### src/shared/frcc_defines.vh
// constants for the flash range crc check block
// included by every design file of the block
`ifndef FRCC_DEFINES_VH
`define FRCC_DEFINES_VH
`define FRCC_CMD_IFACE 8'h9B
`define FRCC_SUB_CRC 8'h27
`define FRCC_OPT_RANGE 8'hFE
`define FRCC_CMD_READBACK 8'h96
`define FRCC_POLY 64'h42F0E1EBA9EA3693
`define FRCC_CRC_INIT 64'h0000000000000000
`define FRCC_SEQ_LEN 5'h13
`define FRCC_BYTE_CNT_MAX 5'h1F
`define FRCC_RB_BYTES 7'h08
`define FRCC_RB_ADDR_MAX 7'h7F
`endif

### src/hw/frcc_readback_mem.v
// crc readback storage, eight bytes, registered read port
// assumes one clock; locations past the stored bytes read as zero
`timescale 1ns/1ns
`default_nettype none
`include "frcc_defines.vh"
module frcc_readback_mem (
  input wire i_clk,
  input wire i_reset_n,
  input wire i_clear,
  input wire i_load,
  input wire [63:0] i_load_data,
  input wire [6:0] i_rd_addr,
  output reg [7:0] o_rd_data
);
  reg [7:0] mem [0:7];
  integer i;

  always @(posedge i_clk or negedge i_reset_n) begin
    if (!i_reset_n) begin
      for (i = 0; i < 8; i = i + 1) begin
        mem[i] <= 8'h00;
      end
      o_rd_data <= 8'h00;
    end else begin
      if (i_clear) begin
        for (i = 0; i < 8; i = i + 1) begin
          mem[i] <= 8'h00;
        end
      end else if (i_load) begin
        for (i = 0; i < 8; i = i + 1) begin
          mem[i] <= i_load_data[i*8 +: 8];
        end
      end
      if (i_rd_addr < `FRCC_RB_BYTES) begin
        o_rd_data <= mem[i_rd_addr[2:0]];
      end else begin
        o_rd_data <= 8'h00;
      end
    end
  end
endmodule
`default_nettype wire

### src/hw/frcc_top.v
// flash range crc check: spi command decode, crc engine, readback
// assumes spi pins asynchronous to i_clk, array port on i_clk
`timescale 1ns/1ns
`default_nettype none
`include "frcc_defines.vh"
module frcc_top (
  input wire i_clk,
  input wire i_reset_n,
  input wire i_spi_sclk,
  input wire i_spi_cs_n,
  input wire i_spi_mosi,
  output reg o_spi_miso,
  output reg o_spi_miso_oe,
  input wire i_suspend_req,
  input wire i_soft_reset,
  input wire i_clear_flags,
  output reg o_mem_rd,
  output reg [31:0] o_mem_addr,
  input wire [7:0] i_mem_data,
  input wire i_mem_valid,
  output reg o_flag_ready,
  output reg o_flag_suspend,
  output reg o_flag_crc_fail,
  output reg o_flag_range_err
);
  localparam [2:0] ST_IDLE = 3'b001;
  localparam [2:0] ST_REQ = 3'b010;
  localparam [2:0] ST_WAIT = 3'b100;

  // one byte into the crc, lsb first, normal-form polynomial
  function [63:0] frcc_crc_byte;
    input [63:0] crc_in;
    input [7:0] data;
    reg [63:0] c;
    reg fb;
    integer k;
    begin
      c = crc_in;
      fb = 1'b0;
      for (k = 0; k < 8; k = k + 1) begin
        fb = c[63] ^ data[k];
        c = {c[62:0], 1'b0} ^ (fb ? `FRCC_POLY : 64'h0000000000000000);
      end
      frcc_crc_byte = c;
    end
  endfunction

  reg sclk_s1, sclk_s2, sclk_p;
  reg cs_s1, cs_s2, cs_p;
  reg mosi_s1, mosi_s2;
  reg [2:0] bit_cnt;
  reg [7:0] rx;
  reg [4:0] byte_cnt;
  reg seq_ok;
  reg rb_mode;
  reg [63:0] exp_crc;
  reg [31:0] start_addr;
  reg [31:0] end_addr;
  reg [2:0] tx_cnt;
  reg [7:0] tx;
  reg [6:0] rd_addr;
  reg [2:0] state;
  reg [31:0] cur_addr;
  reg [31:0] last_addr;
  reg [63:0] crc;
  reg [63:0] exp_hold;
  reg rb_clear;
  reg rb_load;
  wire [7:0] rd_data;
  wire [7:0] rx_next = {rx[6:0], mosi_s2};
  wire sclk_rise = sclk_s2 & ~sclk_p;
  wire sclk_fall = ~sclk_s2 & sclk_p;
  wire cs_rise = cs_s2 & ~cs_p;
  wire [63:0] crc_new = frcc_crc_byte(crc, i_mem_data);
  wire seq_done = seq_ok && (byte_cnt >= `FRCC_SEQ_LEN);
  wire fail_set = (state == ST_WAIT) && i_mem_valid && (cur_addr == last_addr) && (crc_new != exp_hold);
  wire range_set = cs_rise && seq_done && (state == ST_IDLE) && (end_addr < start_addr);

  // pin synchronisers
  always @(posedge i_clk or negedge i_reset_n) begin
    if (!i_reset_n) begin
      sclk_s1 <= 1'b0;
      sclk_s2 <= 1'b0;
      sclk_p <= 1'b0;
      cs_s1 <= 1'b1;
      cs_s2 <= 1'b1;
      cs_p <= 1'b1;
      mosi_s1 <= 1'b0;
      mosi_s2 <= 1'b0;
    end else begin
      sclk_s1 <= i_spi_sclk;
      sclk_s2 <= sclk_s1;
      sclk_p <= sclk_s2;
      cs_s1 <= i_spi_cs_n;
      cs_s2 <= cs_s1;
      cs_p <= cs_s2;
      mosi_s1 <= i_spi_mosi;
      mosi_s2 <= mosi_s1;
    end
  end

  // command byte receive
  always @(posedge i_clk or negedge i_reset_n) begin
    if (!i_reset_n) begin
      bit_cnt <= 3'h0;
      rx <= 8'h00;
      byte_cnt <= 5'h00;
      seq_ok <= 1'b0;
      rb_mode <= 1'b0;
      exp_crc <= 64'h0000000000000000;
      start_addr <= 32'h00000000;
      end_addr <= 32'h00000000;
    end else if (cs_s2) begin
      bit_cnt <= 3'h0;
      byte_cnt <= 5'h00;
      seq_ok <= 1'b0;
      rb_mode <= 1'b0;
    end else if (sclk_rise) begin
      rx <= rx_next;
      bit_cnt <= bit_cnt + 3'h1;
      if (bit_cnt == 3'h7) begin
        if (byte_cnt != `FRCC_BYTE_CNT_MAX) begin
          byte_cnt <= byte_cnt + 5'h01;
        end
        if (byte_cnt == 5'h00) begin
          seq_ok <= (rx_next == `FRCC_CMD_IFACE);
          rb_mode <= (rx_next == `FRCC_CMD_READBACK);
        end else if (byte_cnt == 5'h01) begin
          seq_ok <= seq_ok & (rx_next == `FRCC_SUB_CRC);
        end else if (byte_cnt == 5'h02) begin
          seq_ok <= seq_ok & (rx_next == `FRCC_OPT_RANGE);
        end else if (byte_cnt <= 5'h0A) begin
          exp_crc <= {rx_next, exp_crc[63:8]};
        end else if (byte_cnt <= 5'h0E) begin
          start_addr <= {rx_next, start_addr[31:8]};
        end else if (byte_cnt <= 5'h12) begin
          end_addr <= {rx_next, end_addr[31:8]};
        end
      end
    end
  end

  // readback shift out on falling sclk, bytes in rising address order
  always @(posedge i_clk or negedge i_reset_n) begin
    if (!i_reset_n) begin
      tx_cnt <= 3'h0;
      tx <= 8'h00;
      rd_addr <= 7'h00;
      o_spi_miso <= 1'b0;
      o_spi_miso_oe <= 1'b0;
    end else if (cs_s2) begin
      tx_cnt <= 3'h0;
      rd_addr <= 7'h00;
      o_spi_miso_oe <= 1'b0;
    end else begin
      o_spi_miso_oe <= rb_mode;
      if (sclk_fall && rb_mode) begin
        tx_cnt <= tx_cnt + 3'h1;
        if (tx_cnt == 3'h0) begin
          o_spi_miso <= rd_data[7];
          tx <= {rd_data[6:0], 1'b0};
          if (rd_addr != `FRCC_RB_ADDR_MAX) begin
            rd_addr <= rd_addr + 7'h01;
          end
        end else begin
          o_spi_miso <= tx[7];
          tx <= {tx[6:0], 1'b0};
        end
      end
    end
  end

  // crc engine, started by chip select release
  always @(posedge i_clk or negedge i_reset_n) begin
    if (!i_reset_n) begin
      state <= ST_IDLE;
      cur_addr <= 32'h00000000;
      last_addr <= 32'h00000000;
      crc <= `FRCC_CRC_INIT;
      exp_hold <= 64'h0000000000000000;
      o_mem_rd <= 1'b0;
      o_mem_addr <= 32'h00000000;
      o_flag_ready <= 1'b1;
      o_flag_suspend <= 1'b0;
      rb_clear <= 1'b0;
      rb_load <= 1'b0;
    end else if (i_soft_reset) begin
      state <= ST_IDLE;
      o_mem_rd <= 1'b0;
      o_flag_ready <= 1'b1;
      o_flag_suspend <= 1'b0;
      rb_clear <= 1'b1;
      rb_load <= 1'b0;
    end else begin
      rb_clear <= 1'b0;
      rb_load <= 1'b0;
      o_mem_rd <= 1'b0;
      case (state)
        ST_IDLE: begin
          // no write enable latch term here
          if (cs_rise && seq_done && !(end_addr < start_addr)) begin
            state <= ST_REQ;
            cur_addr <= start_addr;
            last_addr <= end_addr;
            crc <= `FRCC_CRC_INIT;
            exp_hold <= exp_crc;
            rb_clear <= 1'b1;
            o_flag_ready <= 1'b0;
          end
        end
        ST_REQ: begin
          o_mem_rd <= 1'b1;
          o_mem_addr <= cur_addr;
          state <= ST_WAIT;
        end
        ST_WAIT: begin
          if (i_mem_valid) begin
            crc <= crc_new;
            if (cur_addr == last_addr) begin
              state <= ST_IDLE;
              o_flag_ready <= 1'b1;
              o_flag_suspend <= 1'b0;
              rb_load <= fail_set;
            end else begin
              cur_addr <= cur_addr + 32'h00000001;
              state <= ST_REQ;
            end
          end
        end
        default: begin
          state <= ST_IDLE;
        end
      endcase
      if ((state != ST_IDLE) && i_suspend_req && !(state == ST_WAIT && i_mem_valid && cur_addr == last_addr)) begin
        o_flag_suspend <= 1'b1;
      end
    end
  end

  // error flags, set wins over clear
  always @(posedge i_clk or negedge i_reset_n) begin
    if (!i_reset_n) begin
      o_flag_crc_fail <= 1'b0;
      o_flag_range_err <= 1'b0;
    end else begin
      if (fail_set && !i_soft_reset) begin
        o_flag_crc_fail <= 1'b1;
      end else if (i_clear_flags) begin
        o_flag_crc_fail <= 1'b0;
      end
      if (range_set && !i_soft_reset) begin
        o_flag_range_err <= 1'b1;
      end else if (i_clear_flags) begin
        o_flag_range_err <= 1'b0;
      end
    end
  end

  frcc_readback_mem u_readback (
    .i_clk(i_clk),
    .i_reset_n(i_reset_n),
    .i_clear(rb_clear),
    .i_load(rb_load),
    .i_load_data(crc),
    .i_rd_addr(rd_addr),
    .o_rd_data(rd_data)
  );
endmodule
`default_nettype wire

### config.mk
export PLATFORM = sky130hd
export DESIGN_NAME = frcc_top
export DESIGN_NICKNAME = d
export VERILOG_FILES = /design/src/hw/frcc_readback_mem.v /design/src/hw/frcc_top.v
export VERILOG_INCLUDE_DIRS = /design/src /design/src/shared
export SDC_FILE = /design/constraint.sdc
export NUM_CORES = 1
export LEC_CHECK = 0
export BUFFER_PORTS_ARGS = -buffer_cell sky130_fd_sc_hd__buf_2
export CAP_MARGIN = 10
export CORE_ASPECT_RATIO = 0.75
export CORE_MARGIN = 2
export CORE_UTILIZATION = 65
export CTS_BUF_LIST = sky130_fd_sc_hd__clkbuf_8
export CTS_CLUSTER_SIZE = 24
export DETAILED_ROUTE_END_ITERATION = 10
export PLACE_DENSITY = 0.83
export SLEW_MARGIN = 20
export SYNTH_ARGS = -nofsm -noshare
export SYNTH_HDL_FRONTEND = slang
export SYNTH_SLANG_ARGS = --single-unit
### constraint.sdc
create_clock -name i_clk -period 4.6 [get_ports i_clk]
set_clock_uncertainty 0.2 [all_clocks]
set_input_delay 1.38 -clock i_clk [delete_from_list [all_inputs] [get_ports i_clk]]
set_output_delay 1.38 -clock i_clk [all_outputs]
set_load 0.01 [all_outputs]
# --- Word level (Yosys, flattened, before mapping) ---
# Cells that the tools add are included.
totals:
  regBits: 479
  input_bits: 17
  word_cells: 231
op_classes:
  n_addsub: 5
  n_lt_le_gt_ge: 7
  eq_ne: 21
  mux: 73
  bitwise: 32
  reduce_logical: 50
op_table:
  columns: ["cell", "count"]
  rows:
  - ["bitwise XOR 64 x 63 -> 64 bit", 8]
  - ["2-to-1 mux 63 bit", 8]
  - ["2-to-1 mux 64 bit", 4]
  - ["case mux 64 bit (2 select lines)", 1]
  - ["2-to-1 mux 32 bit", 3]
  - ["!= test 64 bit", 1]
  - ["case mux 32 bit (2 select lines)", 1]
  - ["2-to-1 mux 1 bit", 33]
  - ["adder 32 x 1 -> 32 bit (second input constant)", 1]
  - ["equality test 32 bit", 1]
  - ["less-than comparator 32 bit", 1]
  - ["2-to-1 mux 8 bit", 4]
  - ["2-to-1 mux 7 bit", 4]
  - ["binary-select mux 8 bit (select 3 bit)", 1]
  - ["equality test 8 bit (second input constant)", 3]
  - ["nonzero test 2 bit", 11]
  - ["2-to-1 mux 3 bit", 7]
  - ["2-to-1 mux 5 bit", 4]
  - ["AND reduction 3 bit", 6]
  - ["logical AND 1 bit", 13]
  - ["nonzero test 3 bit", 4]
  - ["<= comparator 5 x 4 -> 1 bit (second input constant)", 2]
  - ["inverter 1 bit", 10]
  - ["case mux 3 bit (3 select lines)", 1]
  - ["35 further kinds", 56]

# --- Logic depth before layout (Yosys ltp) ---
logic_depth:
  ltp_word: 30
  mapped_depth: 15
  ltp_nobuf: 12

# --- Cells and area by module ---
# Synthesis repeated with hierarchy kept, for this count alone.
hier_totals:
  cells_unflattened: 2053
  area_unflattened_um2: 23745.3
by_module_without_submodules:
  columns: ["module", "n_inst", "cells_per_inst", "area_per_inst_um2", "seq_area_each_um2"]
  rows:
  - ["frcc_top", 1, 1792, 20435.8, 10166.0]
  - ["frcc_readback_mem", 1, 261, 3309.4, 1801.7]

# --- Worst setup path before layout ---
# No wires, ideal clock.
synth_timing:
  path_kind: "input-to-reg"
  start: "input i_mem_data[4]"
  end: "register o_flag_crc_fail"
  setup_time_ns: 0.118
  arrival_ns: 4.103
  required_time_ns: 4.282
  slack_ns: 0.179
  path_stages: 10
  path_buffers: 0
  path_cell_list: "xnor2_2 xnor2_4 xnor3_2 xor2_2 or3_1 a2111oi_2 nand4_1 nor4_1 a31oi_1 a21o_1"
synth_between:
  elab_chain_cells: 12
synth_lines:
  columns: ["item", "line_no", "text"]
  rows:
  - ["start, declared", "frcc_top.v:19", "input wire [7:0] i_mem_data,"]
  - ["bitwise XOR 1 bit *", "frcc_top.v:41", "fb = c[63] ^ data[k];"]
  - ["2-to-1 mux 63 bit *", "frcc_top.v:42", "c = {c[62:0], 1'b0} ^ (fb ? `FRCC_POLY : 64'h0000000000000000);"]
  - ["bitwise XOR 64 x 63 -> 64 bit * (2 in a row)", "frcc_top.v:42", null]
  - ["bitwise XOR 1 bit", "frcc_top.v:41", null]
  - ["2-to-1 mux 63 bit", "frcc_top.v:42", null]
  - ["bitwise XOR 64 x 63 -> 64 bit * (2 in a row)", "frcc_top.v:42", null]
  - ["!= test 64 bit *", "frcc_top.v:76", "wire fail_set = (state == ST_WAIT) && i_mem_valid && (cur_addr == last_addr) && (crc_new != exp_hold);"]
  - ["logical AND 1 bit *", "frcc_top.v:76", null]
  - ["logical AND 1 bit *", "frcc_top.v:246", "if (fail_set && !i_soft_reset) begin"]
  - ["2-to-1 mux 1 bit or nonzero test 2 bit (tied branches)", null, null]
  - ["end signal, assigned", "frcc_top.v:243", "o_flag_crc_fail <= 1'b0;"]
  - ["end signal, assigned", "frcc_top.v:247", "o_flag_crc_fail <= 1'b1;"]
  - ["end signal, assigned", "frcc_top.v:249", "o_flag_crc_fail <= 1'b0;"]
  - ["end, declared", "frcc_top.v:23", "output reg o_flag_crc_fail,"]
# Every way passes the cells marked *; elsewhere a longest branch is shown, timed or not.
# A chain may end at the register's enable or synchronous reset.

# --- Worst setup path in the final report ---
layout_timing:
  start: "input i_mem_data[0]"
  end: "register o_flag_crc_fail"
layout_between:
  elab_chain_cells: 20
layout_lines:
  columns: ["item", "line_no"]
  rows:
  - ["bitwise XOR 1 bit *", "frcc_top.v:41"]
  - ["2-to-1 mux 63 bit *", "frcc_top.v:42"]
  - ["bitwise XOR 64 x 63 -> 64 bit * (2 in a row)", "frcc_top.v:42"]
  - ["bitwise XOR 1 bit", "frcc_top.v:41"]
  - ["2-to-1 mux 63 bit", "frcc_top.v:42"]
  - ["bitwise XOR 64 x 63 -> 64 bit * (2 in a row)", "frcc_top.v:42"]
  - ["bitwise XOR 1 bit", "frcc_top.v:41"]
  - ["2-to-1 mux 63 bit", "frcc_top.v:42"]
  - ["bitwise XOR 64 x 63 -> 64 bit * (2 in a row)", "frcc_top.v:42"]
  - ["bitwise XOR 1 bit", "frcc_top.v:41"]
  - ["2-to-1 mux 63 bit", "frcc_top.v:42"]
  - ["bitwise XOR 64 x 63 -> 64 bit * (2 in a row)", "frcc_top.v:42"]
  - ["!= test 64 bit *", "frcc_top.v:76"]
  - ["logical AND 1 bit *", "frcc_top.v:76"]
  - ["logical AND 1 bit *", "frcc_top.v:246"]
  - ["2-to-1 mux 1 bit or nonzero test 2 bit (tied branches)", null]
# Marks and branches as above.

==> summary.txt <==
Power
  – Final Total Pwr: 9.11 mW
  – Leakage: 13.2 nW
  – VDD IR max: 0.277 mV
  – Power Density: 326 nW/um2

Yosys
  – Register area share after synthesis: 48.2%
  – Post-synth EDFFs: 0
  – Cells after synthesis: 2249
  – Async SR Flop Fraction: 100%
  – Post-synth top cells: dfrtp_1 (473), mux2_2 (231), xnor2_1 (188), nand2_1 (168), nor2_1 (166)
  – Most frequent cell after synthesis: dfrtp_1
  – Yosys reg bits: 478
  – Dominant cells by area after synthesis: dfrtp_1 (48%), mux2_2 (10%), xnor2_1 (6.6%), mux2i_1 (3.7%), xor2_1 (2.9%)
  – Syn_nets: 2308
  – Syn_area_per_cell: 11.0 um2
  – Prevailing post-synth register cell: dfrtp_1
  – Mapped Area: 24800 um2
  – Yosys top cell by area: dfrtp_1
  – Synth warn: 0
  – Number of distinct library cells after synthesis: 75
  – Synth top area share: 47.7%

Worst setup path
  – CP arrival: 4.86 ns
  – Worst Path Max Fanout: 6
  – Critical path startpoint category: primary input
  – Crit-path slowest cell: xnor2_1
  – Cells on worst reg2reg path: 10
  – Critical path required time: 4.92 ns
  – CP endpoint kind: flop
  – Critical path class: primary input to flop
  – CP cell instances: buf_2 > xnor2_2 > xnor3_1 > buf_4 > xnor2_1 > o32a_1 > nand3_1 > nor4_1 > and4_1 > a31oi_1 > a21o_1
  – Slowest stage delay, CP: 0.89 ns

Clock network
  – Setup bufs post-CTS: 0
  – Clk slew on worst S/H paths: 0.07 ns
  – Number of H-tree levels: 3
  – Clock root cell: clkbuf_8
  – Skew-Pair Late Insertion Delay: 0.66 ns
  – Clk sinks: 478
  – Post-CTS sizing: 0
  – Cts bufs inserted: 72
  – CTS tree: done
  – Hold-fix buffers at CTS: 0
  – Largest buffer count on any clock path: 3

Timing
  – Max_slew headroom: 25.5%
  – Max-slew violation count: 0
  – F_max: 0.220 GHz
  – # setup viols final: 0
  – Final WS setup: 0.0600 ns
  – Tcrit/Tclk final: 98.7%
  – Tmin final: 4.54 ns
  – Worst hold slack: 0.152 ns
  – Fin. Hold Viols: 0
  – Slew @ Worst Pin: 1.11 ns
  – RSZ-0062 raised after global routing: no

Floorplan
  – Die width: 230 um
  – Initial Util: 66.5%
  – Die area: 39800 um2
  – Row cnt: 61
  – Core ar.: 37300 um2
  – Top-Level Pins: 56
  – Die Ht: 173 um

Route
  – Initial detailed-routing violation count: 2837
  – Avg WL per Cell: 26.4 um
  – Vias per Instance: 6.53
  – DRC viols: 0
  – Routed WL: 77600 um
  – Routed vias: 19200
  – Detailed Routing Iterations Pass 1: 5
  – Routed Antenna Nets: 0

Placed design
  – Dpl ws: -0.319 ns
  – HPWL Detailed: 57700 um
  – GPL Wtd Cong: 0.982
  – IO buf count: 55

Job
  – Max Cap Viol: 0

Layout
  – # diodes: 0
  – Fin nets: 2444
  – Synth-to-layout area growth: 12.6%
  – Ratio of cells with drive above 1 in the final layout: 23.9%

Global route
  – First-pass GRT wire length: 118000 um
  – Number of global-route vias before repair: 18600
  – Largest net degree at the start of global routing: 91
  – Total gr overflow: 0
  – GRT Total Usage: 39.7%
  – Antenna violations before repair: 4

Worst hold path
  – Hold crit path type: flop to flop
  – WHS Path Cells: 0

Outcome
  – Status: completed
==> cell type report <==
cell class | count | area (um2)
multi-input combinational | 1583 | 12200
sequential | 478 | 12000
fill | 2431 | 9390
timing repair buffer | 201 | 1560
clock buffer | 88 | 1210
tap | 504 | 631
clock inverter | 33 | 189
inverter | 49 | 184
==> sequential cells by signal, summed over array words and instances (netlist names), 3 cells and up <==
register,cells
start_addr,32
state,3
tx_cnt,3
rx,7
exp_crc,64
u_readback.mem,64
last_addr,32
byte_cnt,5
o_mem_addr,32
u_readback.o_rd_data,8
crc,64
exp_hold,64
cur_addr,32
tx,7
end_addr,32
rd_addr,7
bit_cnt,3
==> through the flow <==
step	utilization, %	instance area [um2]	setup TNS (ns)	std cells
global route	74.8	27900	0	2936
detailed placement	71.1	26500	-0.502	2815
CTS	74.8	27900	0	2936
global placement	71.1	26500	-0.518	2815
floorplan	-	24800	0	2249
finish	74.8	27900	0	2936
==> critical path, delay by kind of cell <==
family | cells | cell delay, ns
compound gates | 3 | 0.59
xor+xnor | 3 | 1.85
buf+inv | 2 | 0.35
simple gates | 3 | 0.65
==> routing by layer <==
layer	global-route usage [%]	vias up	part of all wire, %
met4	7.63	6	1.7
met1	63.0	9660	44
met5	0	-	0.049
met3	14.8	128	14
li1	-	8231	-
met2	51.7	1159	40
==> layout by cell type, fill, tap and decap left out, types with 17 or more instances in the layout <==
cell and instances:
nor4_1 27, nor3_1 31, a21o_1 20, dfrtp_1 471, o21ai_0 89, and3_1 17
inv_1 71, buf_2 54, ha_1 42, a2bb2oi_1 21, nand3_1 57, clkbuf_8 88
nor2_1 166, buf_4 132, xor2_1 81, a21oi_1 65, xnor2_1 185, mux2i_1 92
o22ai_1 65, nand4_1 30, mux2_2 231, nand2_1 167
==> power by group <==
part           leakage [nW]  internal (mW)  switching (mW)
Combinational          5.79          0.547           0.764
Sequential             6.59           4.24           0.107
Clock                 0.801           1.79            1.67
==> kinds of logic after synthesis <==
logic type	after synthesis	share of synthesized area [%]
buffers and inverters	188	2.87
adder cells (fa/ha/maj)	42	2.12
AND/OR/NAND/NOR	562	10.5
flip-flops	478	48.2
multiplexers	339	15.6
AO/OA/AOI/OAI	345	8.92
XOR/XNOR	295	11.7
==> final timing paths <==
| path | from | endpoint | slack (ns) |
|---|---|---|---|
| setup / recovery | i_mem_data[0] | o_flag_crc_fail$_DFFE_PN0P_ | 0.06 |
| hold / removal | sclk_s1$_DFF_PN0_ | sclk_s2$_DFF_PN0_ | 0.15 |
| max in group asynchronous | i_reset_n | exp_crc[34]$_DFFE_PN0P_ | 2.70 |
| hold reg to reg | sclk_s1$_DFF_PN0_ | sclk_s2$_DFF_PN0_ | 0.15 |
| setup reg to reg | crc[63]$_DFFE_PN0P_ | o_flag_crc_fail$_DFFE_PN0P_ | 0.31 |
| min in group asynchronous | i_reset_n | bit_cnt[1]$_DFFE_PN0P_ | 0.49 |
Note: power is estimated with default switching activity, not from simulation.
